<file path="src/rrins_pkg.sv">
/*
   Package for the return and rotate execution unit.
   Holds opcode encodings, operand field positions and shared carriers.
   Assumes the fetch stage presents one decoded instruction word at a time.
*/
// Behaviour
// [RQ1] Interrupt return pops the stack and loads the top entry into the PC.
// [RQ2] Interrupt return sets the global interrupt enable, bit 7 of interrupt control.
// [RQ3] Interrupt return is one word, two cycles, and leaves status flags alone.
// [RQ4] Literal return loads its 8-bit literal into W, flags untouched.
// [RQ5] Literal return loads the PC from the popped stack top.
// [RQ6] Literal return is one word and takes two cycles.
// [RQ7] Plain return pops into PC, two cycles, enable and flags untouched.
// [RQ8] Rotate left shifts f left, old carry to bit 0, old MSB to carry.
// [RQ9] Rotate destination bit 0 writes W, 1 writes back to f.
// [RQ10] Rotate takes one cycle, changes only carry, addresses f 0 to 127.
package rrins_pkg;
   // Opcode encodings of the 14-bit instruction word.
   localparam logic [13:0] OP_RET_IRQ  = 14'h0009;
   localparam logic [13:0] OP_RET_PLAIN = 14'h0008;
   localparam logic [5:0]  OP_RET_LIT  = 6'h34;   // Upper six bits, literal below.
   localparam logic [5:0]  OP_ROT_LEFT = 6'h0d;   // Upper six bits, d and f below.
   // Field positions.
   localparam int DEST_BIT   = 7;
   localparam int GIE_BIT    = 7;
   localparam int OPC_HI     = 13;
   localparam int OPC_LO     = 8;
   // Reset values.
   localparam logic [7:0]  W_RESET   = 8'h00;
   localparam logic [14:0] PC_RESET  = 15'h0000;

   // File register write request.
   typedef struct packed {
      logic       en;
      logic [6:0] addr;
      logic [7:0] data;
   } rrins_fwr_t;
endpackage

</file>
<file path="src/rrins_unit.sv">
/*
   Execution unit for interrupt return, literal return, plain return
   and rotate left through carry.
   Assumes the file register read data for instr[6:0] is valid combinationally
   and that the stack owner pops when stack_pop_q pulses, with stack_top valid.
*/
`timescale 1ns/10ps
module rrins_unit #(
   parameter int PC_W = 15
) (
   // Clock and reset.
   input  wire logic                  mclk,
   input  wire logic                  srst,
   // Instruction issue.
   input  wire logic                  instr_valid,
   input  wire logic [13:0]           instr,
   output logic                       busy_q,
   // Return stack.
   input  wire logic [PC_W-1:0]       stack_top,
   output logic                       stack_pop_q,
   // File register access, bank-relative.
   input  wire logic [7:0]            file_rdata,
   output rrins_pkg::rrins_fwr_t      file_wr_q,
   // Core state.
   output logic [PC_W-1:0]            pc_q,
   output logic [7:0]                 w_q,
   output logic                       carry_q,
   output logic                       global_irq_enable_q
);
   // Two states are enough: a return needs one extra slot and nothing else stalls.
   // A wider state field is kept so that later multi-cycle work can be added cheaply.
   typedef enum logic [1:0] {S_IDLE, S_SECOND} rrins_state_t;
   rrins_state_t state_q;

   logic take;
   logic is_ret_irq, is_ret_plain, is_ret_lit, is_rot;
   logic [8:0] rot_res;

   // Decode only in the idle state; a second-cycle slot accepts nothing.
   // The word offered in that slot is the one the fetch stage brought in behind
   // the return, so dropping it without a sign is the intended flush.
   // Words that match no opcode here are still taken and only advance the PC.
   assign take         = instr_valid && (state_q == S_IDLE);
   assign is_ret_irq   = take && (instr == rrins_pkg::OP_RET_IRQ);
   assign is_ret_plain = take && (instr == rrins_pkg::OP_RET_PLAIN);
   assign is_ret_lit   = take && (instr[rrins_pkg::OPC_HI:rrins_pkg::OPC_LO] ==
                                  rrins_pkg::OP_RET_LIT);
   assign is_rot       = take && (instr[rrins_pkg::OPC_HI:rrins_pkg::OPC_LO] ==
                                  rrins_pkg::OP_ROT_LEFT);
   // Shift left: old carry into bit 0, old MSB out to carry.
   assign rot_res = {file_rdata, carry_q}; // [RQ8]

   // Returns hold the unit for a second cycle, which flushes the fetched word.
   always_ff @(posedge mclk) begin
      if (srst) begin
         state_q <= S_IDLE;
      end else if (is_ret_irq || is_ret_plain || is_ret_lit) begin
         state_q <= S_SECOND; // [RQ3] [RQ6] [RQ7]
      end else begin
         state_q <= S_IDLE;
      end
   end

   // Busy mirrors the second cycle of a return.
   always_ff @(posedge mclk) begin
      if (srst) begin
         busy_q <= 1'b0;
      end else begin
         busy_q <= is_ret_irq || is_ret_plain || is_ret_lit;
      end
   end

   // Pop pulse and PC reload from the stack top.
   // The stack top is sampled on the same edge that raises the pop pulse, so the
   // stack owner may move its pointer on the following edge without a hazard.
   always_ff @(posedge mclk) begin
      if (srst) begin
         stack_pop_q <= 1'b0;
         pc_q        <= rrins_pkg::PC_RESET[PC_W-1:0];
      end else begin
         stack_pop_q <= is_ret_irq || is_ret_plain || is_ret_lit;
         if (is_ret_irq || is_ret_plain || is_ret_lit) begin
            pc_q <= stack_top; // [RQ1] [RQ5] [RQ7]
         end else if (take) begin
            pc_q <= pc_q + PC_W'(1);
         end
      end
   end

   // Only interrupt return touches the enable; plain return leaves it.
   // Clearing the enable belongs to interrupt entry, which lives outside this unit.
   always_ff @(posedge mclk) begin
      if (srst) begin
         global_irq_enable_q <= 1'b0;
      end else if (is_ret_irq) begin
         global_irq_enable_q <= 1'b1; // [RQ2]
      end
   end

   // Accumulator: literal return or rotate with destination 0.
   always_ff @(posedge mclk) begin
      if (srst) begin
         w_q <= rrins_pkg::W_RESET;
      end else if (is_ret_lit) begin
         w_q <= instr[7:0]; // [RQ4]
      end else if (is_rot && !instr[rrins_pkg::DEST_BIT]) begin
         w_q <= rot_res[7:0]; // [RQ9]
      end
   end

   // Carry changes only on rotate; returns leave every flag alone.
   always_ff @(posedge mclk) begin
      if (srst) begin
         carry_q <= 1'b0;
      end else if (is_rot) begin
         carry_q <= rot_res[8]; // [RQ8] [RQ10]
      end
   end

   // Write back to the file register when destination is 1, in one cycle.
   // Address and data follow every cycle; only the enable qualifies them.
   always_ff @(posedge mclk) begin
      if (srst) begin
         file_wr_q <= '0;
      end else begin
         file_wr_q.en   <= is_rot && instr[rrins_pkg::DEST_BIT]; // [RQ9] [RQ10]
         file_wr_q.addr <= instr[6:0];
         file_wr_q.data <= rot_res[7:0];
      end
   end
endmodule // rrins_unit

</file>
<file path="config.mk">
export PLATFORM = sky130hd
export DESIGN_NAME = rrins_unit
export DESIGN_NICKNAME = d
export VERILOG_FILES = /design/src/rrins_pkg.sv /design/src/rrins_unit.sv
export SDC_FILE = /design/constraint.sdc
export NUM_CORES = 1
export LEC_CHECK = 0
export ABC_AREA = 1
export BUFFER_PORTS_ARGS = -buffer_cell sky130_fd_sc_hd__buf_2
export CAP_MARGIN = 20
export CORE_MARGIN = 1.5
export CORE_UTILIZATION = 45
export CTS_CLUSTER_DIAMETER = 150
export DETAILED_ROUTE_END_ITERATION = 16
export HOLD_SLACK_MARGIN = 0.02
export PLACE_DENSITY = 0.72
export SLEW_MARGIN = 25
export SYNTH_ARGS = -nofsm -noshare
export SYNTH_HDL_FRONTEND = slang
export SYNTH_SLANG_ARGS = --single-unit
</file>
<file path="constraint.sdc">
create_clock -name mclk -period 1.6 [get_ports mclk]
set_input_delay 0.24 -clock mclk [delete_from_list [all_inputs] [get_ports mclk]]
set_output_delay 0.24 -clock mclk [all_outputs]
set_load 0.01 [all_outputs]
</file>
==> results.md <==
* Status: finished clean
* Root Driver: clkbuf_8
* Max-slew headroom at 0.719
* Initial Util at 0.471
* Minimum clock period at 1.43 ns
* Core Box Area at 4380 µm²
* Setup ws final at 0.171 ns
* CP arrival at 1.62 ns
* DRT iter0 DRCs at 93
* Clk pwr share at 0.351
* Rows at 24
* IO Pins at 83
* CP required at 1.80 ns
* Max Root-Sink Buffers at 2
* Worst clock skew at 0.00802 ns
* Final setup viols at 0
* Layout area overhead at 28.0%
* Comb power frac at 0.112
* Ys flop type: dfxtp_1
* TNS Setup at 0 ns
* Syn_nets at 350
* Net Switching at 544 µW
* Cell Area, Synth at 2060 µm²
* Die ar. at 5000 µm²
* Power share of the sequential group at 0.538
* Final period utilization at 0.893
* GRT Util Overall at 0.204
* Net count, final at 436
* Hold Violations, Final at 0
* Largest area contributor in the netlist: dfxtp_1
* 1st-pass router iterations at 5
* Syn_area_per_cell at 6.68 µm²
* Initial antenna violation count at 0
* Max FO, Critical Path at 5
* Final antenna-violating net count at 0
* Via/cell ratio at 4.81
* Kind of critical path: reg -> reg
* Die span in y at 70.7 µm
* Hold-fix buffers at CTS at 0
* Crit. End Element: flop
* GRT overflow at 0
* Worst skew pair latency at 0.29 ns
* Pleak at 1.40 nW
* Layout cells sized above 1 at 0.288
* Top cell type's share of synthesized area at 0.407
* Post-synth EDFFs at 0
* Mapped Cells at 309
* Area contributors post-synth: dfxtp_1, nand2_1, nor2_1
* Register area share after synthesis at 0.407
* Worst hold path type: in -> reg
* # diodes at 0
* GPL Wtd Cong at 0.839
* Postcts setup bufs at 0
* Max_cap viols at 0
* Power Dens Cells at 767 nW/µm²
* DR WL/cell at 11.4 µm
* Final max-slew violation count at 0
* Total CTS buffers at 5
* Port bufs at 82
* Fmax at 700 MHz
* Global route hottest layer: met2
* Routed via count at 2155
* Vias in the first global route at 1923
* Largest net degree at the start of global routing at 23
* Residual DRC at 0
* Post-DP HPWL at 3910 µm
* Unrepaired setup endpoints after global routing: no
* CTS clock-pin slew for the worst setup and hold paths at 0.09 ns
* Switching share of power at 0.268
* GR Util met3 at 0.0413
* Clk sink count at 42
* Setup WS pre-CTS at 0.122 ns
* Htree depth at 2
* Die Wd at 70.7 µm
* Netlist cell types at 26
* GRT met2 Usage at 0.352
* Drt total wl at 5120 µm
* Synth Register Bits at 42
* YS warnings at 0
* Post-CTS sizing at 0
* CTS tree: yes
* Worst-Margin Slew at 0.421 ns
* Worst setup SP type: flop
* Post-synthesis async set-or-reset flop share at 0
* Maximum vdd drop at 0.000479 V
* GR Util met1 at 0.263
* First-pass GRT wire length at 8380 µm
* Internal power at 1.48 mW
==> final cells by class <==
class | instances | area [µm²]
multi-input cells | 216 | 1030
repair buffers | 89 | 463
fillers | 448 | 1740
flip-flops and latches | 42 | 841
well taps | 52 | 65.1
inverters | 41 | 154
clock buffers | 5 | 68.8
clock inverters | 3 | 23.8
==> worst max-delay path, cell delays in order, from the launching register on <==
cell	delay, ns
dfxtp_1	0.39
ha_1	0.22
nand2_1	0.09
nor2_2	0.19
nand2_1	0.09
xor2_1	0.14
nand2_1	0.06
nand3_1	0.06
nand2_1	0.06
inv_1	0.03
==> cell usage in the layout, fill, tap and decap left out, types with 2 or more instances in the layout <==
master	instances
buf_2	82
nand2_1	79
nor2_1	50
dfxtp_1	42
inv_1	39
nand3_1	24
o21ai_0	13
nor3_1	10
a21oi_1	9
buf_4	7
nor2_4	6
xor2_1	6
clkbuf_8	5
nand2_2	4
nand4_1	3
nand3b_1	2
inv_2	2
a21oi_2	2
o21ai_1	2
clkinvlp_4	2
==> cells in the mapped netlist (2+ instances only) <==
cell type,n
dfxtp_1,42
clkbuf_1,5
nand3_1,24
nand3b_1,2
inv_2,2
nor3_1,10
o21ai_1,2
nand2_1,79
nand4_1,3
inv_1,39
buf_4,3
nor2_4,4
a21oi_1,9
a21oi_2,2
nand2_2,4
nor2_1,52
o21ai_0,13
xor2_1,6
==> metal layers <==
metal	up-vias	share of wire
li1	1126	-
met1	960	0.46
met2	65	0.47
met3	4	0.060
met4	0	0.0070
met5	-	0
==> worst paths after layout <==
path | startpoint | endpoint | slack (ns) | depth (start not counted)
max reg2reg | pc_q[0] | pc_q[8] | 0.17 | 9
min | stack_top[0] | pc_q[0] | 0.13 | 3
max | pc_q[0] | pc_q[8] | 0.17 | 9
min reg2reg | carry_q | file_wr_q[0] | 0.49 | 2
==> state kept, by name (all words and copies together) (netlist names) <==
signal	cells
carry_q	1
file_wr_q	16
global_irq_enable_q	1
pc_q	15
stack_pop_q	1
w_q	8
==> power groups by stage <==
stage,clock (mW),sequential [mW],combinational (mW)
after global routing,0.774,1.09,0.252
final,0.711,1.09,0.226
after global placement,0,1.11,0.225
after detailed placement,0,1.11,0.226
after floorplan,0,1.13,0.0959
after CTS,0.731,1.09,0.227
==> cell families (layout without fill, tap and decap cells) <==
family | Yosys count | after routing | share of synthesized area
AO/OA/AOI/OAI | 28 | 28 | 0.0745
XOR/XNOR | 6 | 6 | 0.0255
adder cells (fa/ha/maj) | 1 | 1 | 0.00606
buffers and inverters | 51 | 138 | 0.102
flip-flops | 42 | 42 | 0.407
AND/OR/NAND/NOR | 181 | 181 | 0.384
==> stage by stage <==
stage                util  instances  instance area [µm²]  hold WS, ns  total power [mW]
detailed placement  0.578        440                 2530        0.440              1.34
floorplan               -        309                 2060        0.309              1.23
global route        0.603        448                 2640        0.149              2.12
finish              0.603        448                 2640        0.132              2.03
CTS                 0.599        448                 2630        0.131              2.05
global placement    0.578        440                 2530        0.438              1.34
No activity file was read; power rests on OpenSTA's default activity.
